`config.mk`:
```
export PLATFORM = sky130hd
export DESIGN_NAME = output_fallback_control
export DESIGN_NICKNAME = d
export VERILOG_FILES = /design/src/hdl/heartbeat_watch.v /design/src/hdl/channel_output.v /design/src/hdl/output_fallback_control.v
export VERILOG_INCLUDE_DIRS = /design/src /design/src/hdl
export SDC_FILE = /design/constraint.sdc
export NUM_CORES = 1
export LEC_CHECK = 0
export ABC_AREA = 1
export BUFFER_PORTS_ARGS = -buffer_cell sky130_fd_sc_hd__buf_2
export CAP_MARGIN = 20
export CORE_MARGIN = 4
export CORE_UTILIZATION = 35
export CTS_BUF_LIST = sky130_fd_sc_hd__clkbuf_2 sky130_fd_sc_hd__clkbuf_4 sky130_fd_sc_hd__clkbuf_8
export DETAILED_ROUTE_END_ITERATION = 12
export SLEW_MARGIN = 20
export SYNTH_ARGS = -nofsm -noshare
export SYNTH_HDL_FRONTEND = slang
export SYNTH_SLANG_ARGS = --single-unit
export TNS_END_PERCENT = 100
```
`constraint.sdc`:
```
create_clock -name core_clk_in -period 2.9 [get_ports core_clk_in]
set_input_delay 0.58 -clock core_clk_in [delete_from_list [all_inputs] [get_ports core_clk_in]]
set_output_delay 0.58 -clock core_clk_in [all_outputs]
set_load 0.05 [all_outputs]
```
`src/hdl/output_fallback_defines.vh`:
```
/*
 * Constants for the output fallback controller: channel count, widths,
 * fallback modes and reset values. Assumes a 250 MHz core clock.
 */
// How it works
// - Fallback drives each channel's predefined or held value
// - Fieldbus master link loss triggers fallback
// - Missing gateway or module heartbeat triggers fallback
// - Run-to-stop or reset command triggers fallback
// - Missing mandatory module triggers fallback
// - A failed module skips its own fallback
// - Gateway heartbeat suppressed under any trigger
// - Modules fall back on heartbeat timeout
// - Only reflex channels run without heartbeat
// - Reflex source module lost forces fallback
// - Reflex channels fall back on fieldbus loss, one exception
// - Mode and value held per channel
// - Settings apply only during interruption, kept nonvolatile
// - Hold mode keeps last assigned value
// - Predefined mode and zero are defaults
// - Discrete off/on, analog zero or in-range
// - Auto-configured island uses defaults only
// - Heartbeats exchanged periodically while healthy
`ifndef OUTPUT_FALLBACK_DEFINES_VH
`define OUTPUT_FALLBACK_DEFINES_VH

`define NUM_MODULES 4
`define NUM_CHANNELS 2
`define DATA_WIDTH 16
`define MODE_HOLD 1'b1
`define MODE_PREDEF 1'b0
`define RST_MODE 1'b0
`define RST_VALUE 16'h0000
`define ANALOG_MAX 16'h7FFF
`define HB_PERIOD_NS 10000
`define HB_PERIOD_CYC ((`HB_PERIOD_NS) / 4)
`define HB_TIMEOUT_NS 100000
`define HB_TIMEOUT_CYC ((`HB_TIMEOUT_NS) / 4)
`define CNT_WIDTH 16

`endif

```
`src/hdl/heartbeat_watch.v`:
```
/*
 * Heartbeat watchdog for one I/O module: restarts on each heartbeat and
 * raises a sticky timeout. Assumes heartbeat pulses are synchronous.
 */
`timescale 1ns/1ps
`include "output_fallback_defines.vh"
module heartbeat_watch (
    input wire core_clk_in,
    input wire rstn_in,
    input wire ce_in,
    input wire recover_in,
    input wire hb_in,
    input wire [`CNT_WIDTH-1:0] timeout_in,
    output reg expired_out
);
    reg [`CNT_WIDTH-1:0] cnt_r;

    always @(posedge core_clk_in) begin
        if (!rstn_in) begin
            cnt_r <= {`CNT_WIDTH{1'b0}};
            expired_out <= 1'b0;
        end else if (ce_in) begin
            if (hb_in) begin
                cnt_r <= {`CNT_WIDTH{1'b0}};
            end else if (cnt_r < timeout_in) begin
                cnt_r <= cnt_r + 1'b1;
            end
            // Expiry wins over a same-cycle recover so no timeout is lost
            if (!hb_in && cnt_r + 1'b1 >= timeout_in) begin
                expired_out <= 1'b1;
            end else if (recover_in) begin
                expired_out <= 1'b0;
            end
        end
    end
endmodule // heartbeat_watch

```
`src/hdl/channel_output.v`:
```
/*
 * One output channel: selects commanded data, held value or predefined
 * fallback value. Assumes the fallback decision comes from the controller.
 */
`timescale 1ns/1ps
`include "output_fallback_defines.vh"
module channel_output (
    input wire core_clk_in,
    input wire rstn_in,
    input wire ce_in,
    input wire fallback_in,
    input wire mode_in,
    input wire [`DATA_WIDTH-1:0] value_in,
    input wire [`DATA_WIDTH-1:0] cmd_in,
    output reg [`DATA_WIDTH-1:0] out_out
);
    reg [`DATA_WIDTH-1:0] last_r;

    always @(posedge core_clk_in) begin
        if (!rstn_in) begin
            last_r <= `RST_VALUE;
            out_out <= `RST_VALUE;
        end else if (ce_in) begin
            if (!fallback_in) begin
                last_r <= cmd_in;
                out_out <= cmd_in;
            end else if (mode_in == `MODE_HOLD) begin
                out_out <= last_r;
            end else begin
                out_out <= value_in;
            end
        end
    end
endmodule // channel_output

```
`src/hdl/output_fallback_control.v`:
```
/*
 * Output fallback controller for an I/O island: gateway heartbeat source,
 * per-module watchdogs, fallback triggers and per-channel output selection.
 * Assumes all inputs synchronous to core_clk_in; configuration comes from
 * nonvolatile storage outside and is presented here as plain ports.
 */
`timescale 1ns/1ps
`include "output_fallback_defines.vh"
module output_fallback_control #(
    parameter HB_PERIOD = `HB_PERIOD_CYC,
    parameter HB_TIMEOUT = `HB_TIMEOUT_CYC
) (
    input wire core_clk_in,
    input wire rstn_in,
    input wire ce_in,
    input wire fieldbus_ok_in,
    input wire run_cmd_in,
    input wire recover_in,
    input wire auto_config_in,
    input wire [`NUM_MODULES-1:0] module_hb_in,
    input wire [`NUM_MODULES-1:0] module_present_in,
    input wire [`NUM_MODULES-1:0] module_mandatory_in,
    input wire [`NUM_MODULES-1:0] module_operating_in,
    input wire [`NUM_MODULES*`NUM_CHANNELS-1:0] reflex_ch_in,
    input wire [`NUM_MODULES*`NUM_CHANNELS-1:0] reflex_src_ok_in,
    input wire [`NUM_MODULES*`NUM_CHANNELS-1:0] analog_ch_in,
    input wire [`NUM_MODULES-1:0] two_ch_digital_in,
    input wire [`NUM_MODULES*`NUM_CHANNELS-1:0] cfg_mode_in,
    input wire [`NUM_MODULES*`NUM_CHANNELS*`DATA_WIDTH-1:0] cfg_value_in,
    input wire [`NUM_MODULES*`NUM_CHANNELS*`DATA_WIDTH-1:0] cmd_data_in,
    input wire [`NUM_MODULES*`NUM_CHANNELS*`DATA_WIDTH-1:0] reflex_data_in,
    output reg gateway_hb_out,
    output reg island_fallback_out,
    output reg [`NUM_MODULES-1:0] module_timeout_out,
    output reg [`NUM_MODULES*`NUM_CHANNELS-1:0] ch_fallback_out,
    output wire [`NUM_MODULES*`NUM_CHANNELS*`DATA_WIDTH-1:0] ch_data_out
);
    localparam NCH = `NUM_MODULES * `NUM_CHANNELS;
    localparam [`CNT_WIDTH-1:0] HB_PER_W = HB_PERIOD[`CNT_WIDTH-1:0];
    localparam [`CNT_WIDTH-1:0] HB_TO_W = HB_TIMEOUT[`CNT_WIDTH-1:0];
    localparam ST_RUN = 2'b00;
    localparam ST_FALLBACK = 2'b01;
    localparam ST_WAIT = 2'b10;

    reg [1:0] state_r;
    reg [1:0] state_nxt;
    reg run_prev_r;
    reg [`CNT_WIDTH-1:0] hb_cnt_r;
    reg [NCH-1:0] ch_fb_nxt;
    reg [NCH*`DATA_WIDTH-1:0] sel_data;
    wire [`NUM_MODULES-1:0] expired;
    wire [NCH*`DATA_WIDTH-1:0] eff_value;
    wire [NCH-1:0] eff_mode;
    wire [NCH-1:0] ch_mux_fb;
    wire stop_cmd;
    wire mandatory_missing;
    wire island_hb_lost;
    wire trigger;

    assign stop_cmd = run_prev_r && !run_cmd_in;
    assign mandatory_missing = |(module_mandatory_in &
        ~(module_present_in & module_operating_in));
    assign island_hb_lost = |(expired & module_present_in & module_operating_in);
    assign trigger = !fieldbus_ok_in || stop_cmd || !run_cmd_in ||
        mandatory_missing || island_hb_lost;

    // Fallback stays until the gateway re-establishes operation
    always @* begin
        state_nxt = state_r;
        case (state_r)
            ST_RUN: begin
                if (trigger) begin
                    state_nxt = ST_FALLBACK;
                end
            end
            ST_FALLBACK: begin
                if (recover_in && !trigger) begin
                    state_nxt = ST_WAIT;
                end
            end
            ST_WAIT: begin
                if (trigger) begin
                    state_nxt = ST_FALLBACK;
                end else begin
                    state_nxt = ST_RUN;
                end
            end
            default: begin
                state_nxt = ST_FALLBACK;
            end
        endcase
    end

    always @(posedge core_clk_in) begin
        if (!rstn_in) begin
            state_r <= ST_FALLBACK;
            run_prev_r <= 1'b0;
            hb_cnt_r <= {`CNT_WIDTH{1'b0}};
            gateway_hb_out <= 1'b0;
            island_fallback_out <= 1'b1;
            module_timeout_out <= {`NUM_MODULES{1'b0}};
            ch_fallback_out <= {NCH{1'b1}};
        end else if (ce_in) begin
            state_r <= state_nxt;
            run_prev_r <= run_cmd_in;
            island_fallback_out <= (state_nxt != ST_RUN);
            module_timeout_out <= expired;
            ch_fallback_out <= ch_fb_nxt;
            // Heartbeat only while running; silence makes modules fall back
            if (state_nxt != ST_RUN) begin
                hb_cnt_r <= {`CNT_WIDTH{1'b0}};
                gateway_hb_out <= 1'b0;
            end else if (hb_cnt_r + 1'b1 >= HB_PER_W) begin
                hb_cnt_r <= {`CNT_WIDTH{1'b0}};
                gateway_hb_out <= 1'b1;
            end else begin
                hb_cnt_r <= hb_cnt_r + 1'b1;
                gateway_hb_out <= 1'b0;
            end
        end
    end

    genvar m;
    generate
        for (m = 0; m < `NUM_MODULES; m = m + 1) begin : g_mod
            heartbeat_watch u_watch (
                .core_clk_in(core_clk_in),
                .rstn_in(rstn_in),
                .ce_in(ce_in),
                .recover_in(recover_in),
                .hb_in(module_hb_in[m]),
                .timeout_in(HB_TO_W),
                .expired_out(expired[m])
            );
        end
    endgenerate

    // Per-channel fallback decision
    integer c;
    integer mi;
    always @* begin
        ch_fb_nxt = {NCH{1'b0}};
        mi = 0;
        for (c = 0; c < NCH; c = c + 1) begin
            mi = c / `NUM_CHANNELS;
            if (!module_operating_in[mi] || !module_present_in[mi]) begin
                ch_fb_nxt[c] = 1'b0;
            end else if (reflex_ch_in[c]) begin
                if (!reflex_src_ok_in[c]) begin
                    ch_fb_nxt[c] = 1'b1;
                end else if (!fieldbus_ok_in) begin
                    // Two-channel digital module, both reflex: keeps solving
                    ch_fb_nxt[c] = !(two_ch_digital_in[mi] &&
                        reflex_ch_in[mi*`NUM_CHANNELS] &&
                        reflex_ch_in[mi*`NUM_CHANNELS+1]);
                end else begin
                    ch_fb_nxt[c] = 1'b0;
                end
            end else begin
                ch_fb_nxt[c] = (state_nxt != ST_RUN) || expired[mi];
            end
        end
    end

    // Reflex channels that stay alive pass reflex data in place of commands
    integer k;
    always @* begin
        sel_data = cmd_data_in;
        for (k = 0; k < NCH; k = k + 1) begin
            if (reflex_ch_in[k]) begin
                sel_data[k*`DATA_WIDTH +: `DATA_WIDTH] =
                    reflex_data_in[k*`DATA_WIDTH +: `DATA_WIDTH];
            end
        end
    end

    assign ch_mux_fb = ch_fb_nxt;

    genvar i;
    generate
        for (i = 0; i < NCH; i = i + 1) begin : g_ch
            wire [`DATA_WIDTH-1:0] raw;
            wire [`DATA_WIDTH-1:0] legal;
            assign raw = cfg_value_in[i*`DATA_WIDTH +: `DATA_WIDTH];
            // Out-of-range analog settings are clipped and discrete ones cut to bit 0, so a bad image cannot drive junk
            assign legal = analog_ch_in[i] ?
                ((raw > `ANALOG_MAX) ? `ANALOG_MAX : raw) :
                {{(`DATA_WIDTH-1){1'b0}}, raw[0]};
            assign eff_mode[i] = auto_config_in ? `RST_MODE : cfg_mode_in[i];
            assign eff_value[i*`DATA_WIDTH +: `DATA_WIDTH] =
                auto_config_in ? `RST_VALUE : legal;
            channel_output u_ch (
                .core_clk_in(core_clk_in),
                .rstn_in(rstn_in),
                .ce_in(ce_in),
                .fallback_in(ch_mux_fb[i]),
                .mode_in(eff_mode[i]),
                .value_in(eff_value[i*`DATA_WIDTH +: `DATA_WIDTH]),
                .cmd_in(sel_data[i*`DATA_WIDTH +: `DATA_WIDTH]),
                .out_out(ch_data_out[i*`DATA_WIDTH +: `DATA_WIDTH])
            );
        end
    endgenerate
endmodule // output_fallback_control

```
Yosys cells after proc, flatten, opt, wreduce, memory -nomap -nowiden
Cells that the tools add are included.
{"block": "op_classes", "n_addsub": 5, "magnitude_cmp": 17, "n_eq_ne": 2, "muxes": 105, "bitwise": 13, "reduce_logical": 73}
{"operator": "$mux 16", "count": 58}
{"operator": "$gt 16x15->1 const B", "count": 8}
{"operator": "$add 16x1->16 const B", "count": 5}
{"operator": "$ge 16x15->1 const B", "count": 4}
{"operator": "$lt 16x15->1 const B", "count": 4}
{"operator": "$mux 1", "count": 44}
{"operator": "$reduce_and 2->1", "count": 16}
{"operator": "$logic_not 1->1", "count": 19}
{"operator": "$reduce_bool 2->1", "count": 9}
{"operator": "$and 4x4->4", "count": 4}
{"operator": "$ge 16x12->1 const B", "count": 1}
{"operator": "$logic_and 1x1->1", "count": 14}
{"operator": "$logic_or 1x1->1", "count": 12}
{"operator": "$not 1->1", "count": 8}
{"operator": "$reduce_or 4->1", "count": 2}
{"operator": "$pmux 2 s3", "count": 1}
{"operator": "$mux 2", "count": 2}
{"operator": "$not 4->4", "count": 1}
{"operator": "$eq 2x1->1 const B", "count": 1}
{"operator": "$eq 2x2->1 const B", "count": 1}
{"operator": "$logic_not 2->1", "count": 1}
{"block": "word_totals", "regBits": 357, "inputBits": 443, "output_inout_bits": 142, "word_cells": 246}

Longest topological paths before layout
{"block": "logic_depth", "ltp_word": 16, "ltp_mapped": 14, "ltp_nobuf": 14}

By module
A second synthesis with hierarchy kept.
{"block": "hier_totals", "cells_unflattened": 3975, "area_unflattened_um2": 24731.2}
{"mod": "channel_output", "instances": 8, "cells_per_inst": 243, "area_per_inst_um2": 1612.8, "seq_area_each_um2": 640.6}
{"mod": "heartbeat_watch", "instances": 4, "cells_per_inst": 256, "area_per_inst_um2": 1823.0, "seq_area_each_um2": 340.3}
{"mod": "output_fallback_control", "instances": 1, "cells_per_inst": 1007, "area_per_inst_um2": 4536.9, "seq_area_each_um2": 640.6}

Worst setup path after synthesis
OpenSTA, ideal clock, no wires.
{"block": "synth_path", "path_kind": "input -> register", "from": "input module_operating_in[3]", "to": "register g_ch[7].u_ch.last_r[10]", "setup_time_ns": 0.132, "t_arrival_ns": 1.836, "t_required_ns": 2.768, "setup_slack_ns": 0.931, "stages": 12, "path_buffers": 2, "path_cell_list": "nand2_1 > o21ai_1 > nor2_1 > nand2_1 > nor2_4 > buf_12 > nand4_4 > nand2_4 > nand2_2 > buf_6 > nand2_1 > a21oi_1"}
{"block": "synth_via", "elab_chain_cells": 16, "word_cells_on_any_way": 22, "cone_classes": "mux (6); bitwise (5); reduce/logical (11)"}
{"item": "start, declared", "line": "output_fallback_control.v:23", "text": "input wire [`NUM_MODULES-1:0] module_operating_in,"}
{"item": "$and 4x4->4", "line": "output_fallback_control.v:62", "text": "~(module_present_in & module_operating_in));"}
{"item": "$not 4->4", "line": "output_fallback_control.v:62"}
{"item": "$and 4x4->4", "line": "output_fallback_control.v:61", "text": "assign mandatory_missing = |(module_mandatory_in &"}
{"item": "$reduce_or 4->1", "line": "output_fallback_control.v:61"}
{"item": "$logic_or 1x1->1", "line": "output_fallback_control.v:64", "text": "assign trigger = !fieldbus_ok_in || stop_cmd || !run_cmd_in ||"}
{"item": "$logic_or 1x1->1", "line": "output_fallback_control.v:65", "text": "mandatory_missing || island_hb_lost;"}
{"item": "$logic_not 1->1", "line": "output_fallback_control.v:77", "text": "if (recover_in && !trigger) begin"}
{"item": "$logic_and 1x1->1", "line": "output_fallback_control.v:77"}
{"item": "$mux 2", "line": "output_fallback_control.v:77"}
{"item": "$pmux 2 s3", "line": "output_fallback_control.v:70", "text": "case (state_r)"}
{"item": "$reduce_bool 2->1", "line": "output_fallback_control.v:160", "text": "ch_fb_nxt[c] = (state_nxt != ST_RUN) || expired[mi];"}
{"item": "$logic_or 1x1->1", "line": "output_fallback_control.v:160"}
{"item": "$mux 1", "line": "output_fallback_control.v:148", "text": "end else if (reflex_ch_in[c]) begin"}
{"item": "$mux 1 (*)", "line": "output_fallback_control.v:146", "text": "if (!module_operating_in[mi] || !module_present_in[mi]) begin"}
{"item": "$not 1->1 (no source line) (*)"}
{"item": "$reduce_and 2->1 (no source line) (*)"}
{"item": "end signal, assigned", "line": "channel_output.v:21", "text": "last_r <= `RST_VALUE;"}
{"item": "end signal, assigned", "line": "channel_output.v:25", "text": "last_r <= cmd_in;"}
{"item": "end, declared", "line": "channel_output.v:17", "text": "reg [`DATA_WIDTH-1:0] last_r;"}
Every way passes the cells marked *; elsewhere a longest branch is shown, timed or not.
A chain may end at the register's enable or synchronous reset.

Worst setup path in the final report
{"block": "layout_path", "from": "register g_mod[3].u_watch.expired_out", "to": "register g_ch[3].u_ch.last_r[5]"}
{"block": "layout_via", "elab_chain_cells": 14, "word_cells_on_any_way": 16, "cone_classes": "mux (6); bitwise (3); reduce/logical (7)"}
{"item": "start, declared", "line": "heartbeat_watch.v:14", "text": "output reg expired_out"}
{"item": "start signal, assigned", "line": "heartbeat_watch.v:21", "text": "expired_out <= 1'b0;"}
{"item": "start signal, assigned", "line": "heartbeat_watch.v:30", "text": "expired_out <= 1'b1;"}
{"item": "start signal, assigned", "line": "heartbeat_watch.v:32", "text": "expired_out <= 1'b0;"}
{"item": "$and 4x4->4 (*) (2 in series)", "line": "output_fallback_control.v:63", "text": "assign island_hb_lost = |(expired & module_present_in & module_operating_in);"}
{"item": "$reduce_or 4->1 (*)", "line": "output_fallback_control.v:63"}
{"item": "$logic_or 1x1->1 (*)", "line": "output_fallback_control.v:65"}
{"item": "$logic_not 1->1", "line": "output_fallback_control.v:77"}
{"item": "$logic_and 1x1->1", "line": "output_fallback_control.v:77"}
{"item": "$mux 2", "line": "output_fallback_control.v:77"}
{"item": "$pmux 2 s3 (*)", "line": "output_fallback_control.v:70"}
{"item": "$reduce_bool 2->1 (*)", "line": "output_fallback_control.v:160"}
{"item": "$logic_or 1x1->1 (*)", "line": "output_fallback_control.v:160"}
{"item": "$mux 1 (*)", "line": "output_fallback_control.v:148"}
{"item": "$mux 1 (*)", "line": "output_fallback_control.v:146"}
{"item": "$not 1->1 (no source line) (*)"}
{"item": "$reduce_and 2->1 (no source line) (*)"}
{"item": "end signal, assigned", "line": "channel_output.v:21"}
{"item": "end signal, assigned", "line": "channel_output.v:25"}
{"item": "end, declared", "line": "channel_output.v:17"}
Marked as above.

==> run summary <==
Leak Pwr - 12.6 nW
Clock latency at the later pin of the worst-skew pair - 0.62 ns
CTS Buf Count - 69
Via Count - 23.1k
Slew headroom - 36.4%
Syn_area_per_cell - 6.35 µm²
Max-cap viol count - 0
Synth top area cells - dfxtp_1 35%, nand2_1 20%, nand3_1 10%
Hold bufs inserted after CTS - 0
Reg clk slew, reported paths - 0.06 ns
Flops & latches, synth - 356
CTS resizes - 0
Fillers - 6327
CP arrival - 2.90 ns
Cell taking the most area after synthesis - dfxtp_1
Hold Fails Final Rpt - 0
Clock buffer depth - 3
CTS H-tree lvls - 3
WL final - 78200 µm
Fraction of registers with async set or reset after synthesis - 0%
Placed Cells - 4420
Max Transition Viols Final - 0
Postcts setup bufs - 0
Rows - 88
Via density per instance - 5.09
Hold_ws - 0.277 ns
Overall global routing resource usage - 23.8%
First-pass GRT wire length - 121000 µm
Routed WL per cell - 17.2 µm
Net Count, Synth - 3663
Mapped cell area - 20400 µm²
Worst Setup End Kind - flop
Placed wire-length estimate - 56300 µm
Crit path max fanout - 18
Remaining routing DRC violations - 0
Root Buffer - clkbuf_8
Vias in the first global route - 21.8k
Core area - 57700 µm²
Initial core utilization - 35.4%
Final std cells w/o fill - 4544
Die Span Y - 249 µm
Commonest cells post-synth - 1090 x nand2_1, 414 x nand3_1, 356 x dfxtp_1
Final net count - 4175
Min-Delay Path Class - in2reg
Crit Path Class - reg2reg
Share of the synthesized area in the top cell type - 34.9%
Top Ports - 585
Clk_skew - 0.0237 ns
RSZ-0062 raised after global routing - no
TritonCTS clock tree - yes
Register area share after synthesis - 34.9%
Most used DFF post-synth - dfxtp_1
First-pass DRT Iterations - 7
Area grow syn2layout - 24.4%
EDFF count, synth - 0
Multi-input gate area - 11400 µm²
Count leader, synth - nand2_1
Warnings, synthesis - 0
Netlist cell types - 46
Startpoint class of the critical path - flop
CTS Sinks - 356
Reg area - 7130 µm²
Port Buf Inserts - 584
Layout cells sized above 1 - 22.7%
Tightest Pin Transition - 0.951 ns
Total congestion overflow - 0
Power Density - 514 nW/µm²
Setup TNS - 0 ns
Initial antenna violation count - 8
Post-Syn Instances - 3214
CP Data Required Time - 3.36 ns
Peak VDD IR - 0.000297 V
Largest net degree at the start of global routing - 150
Fin crit share - 84.0%
Achievable Freq - 410 MHz
Post-route minimum period - 2.44 ns
GP Congestion - 0.902
# setup viols final - 0
Antenna viol nets, final - 0
Status - completed
Die area - 62200 µm²
Initial DRC count - 1616
Die width - 249 µm
-- routing by layer --
layer  track usage, %  part of all wire [%]  wire [µm]  up-vias
li1                 -                     -          -    11582
met1             30.9                    44      34300    10624
met2             40.2                    47      37000      796
met3             4.64                   6.4       4990      138
met4             6.95                   2.4       1880        8
met5                0                 0.077         60        -
-- where the power goes --
group          total, mW  internal (mW)  switching (mW)
logic               2.31          0.697            1.61
clock network       5.49           3.26            2.23
registers           5.26           5.13           0.130
-- path summary, 6_finish.rpt --
check / slack [ns] / startpoint / cells after the start / endpoint
worst min-delay path: 0.28 / module_hb_in[1] / 4 / g_mod[1].u_watch.expired_out
worst max register to register: 0.46 / g_mod[3].u_watch.expired_out / 11 / g_ch[3].u_ch.last_r[5]
worst max-delay path: 0.46 / g_mod[3].u_watch.expired_out / 11 / g_ch[3].u_ch.last_r[5]
worst min register to register: 0.45 / gateway_hb_out / 2 / gateway_hb_out
-- cells in the final DEF (no fill, tap or decap), drive strengths merged, types with 3 or more instances in the layout --
master,Yosys,layout
nor4,3,3
clkinv,9,13
nor3,19,19
a21o,3,3
xnor2,12,12
a211oi,6,6
nor2,223,223
a31o,3,3
nand3,459,459
a31oi,9,9
clkbuf,129,110
buf,73,643
xor2,18,18
nand2,1107,1107
o21ai,146,146
dfxtp,356,356
a21oi,213,213
diode,0,3
inv,233,236
bufinv,0,3
and3,9,9
o211ai,4,4
ha,6,6
o21bai,7,7
nand4,157,157
and2,3,3
-- state kept, by name, summed over array words and instances, names as in the netlist --
register,cells
g_ch.u_ch.last_r,128
g_ch.u_ch.out_out,128
g_mod.u_watch.cnt_r,64
hb_cnt_r,16
ch_fallback_out,8
g_mod.u_watch.expired_out,4
module_timeout_out,4
state_r,2
gateway_hb_out,1
island_fallback_out,1
-- worst max-delay path: stages (launching register included) --
cell and delay, ns:
dfxtp_1 0.32, inv_2 0.22, o21ai_1 0.13, nor2_1 0.22
nand2_1 0.18, nor2_4 0.16, buf_4 0.24, nand4_4 0.12
nand2_4 0.28, nand2_4 0.21, nand2_1 0.11, a21oi_1 0.06
-- cell families (layout without fill, tap and decap cells) --
logic type      Yosys count  in the layout  synth area share (%)
compound gates          395            395                  10.4
other cells               0              3                     0
buf+inv                 444           1006                  9.29
fa+ha+maj                 6              6                 0.368
flops                   356            356                  34.9
simple gates           1983           1983                  43.7
xor+xnor                 30             30                  1.29
-- through the flow --
step | utilization (%) | power, mW | cell area, µm² | setup slack [ns]
2_1_floorplan | - | 6.79 | 20400 | 0.931
5_1_grt | 44.0 | 13.7 | 25400 | 0.255
3_5_place_dp | 41.4 | 7.66 | 23900 | -0.0214
3_3_place_gp | 41.4 | 7.66 | 23900 | -0.0208
4_1_cts | 44.0 | 13.2 | 25400 | 0.421
6_report | 44.0 | 13.1 | 25400 | 0.464
-- cell type report --
cell class / count / area share, %
multi-input combinational: 2414 / 44.8
sequential: 356 / 28.1
timing repair buffer: 643 / 13.7
clock buffer: 110 / 5.40
tap: 765 / 3.77
inverter: 242 / 3.62
clock inverter: 11 / 0.552
antenna: 3 / 0.0296
(Power assumes the default switching activity.)
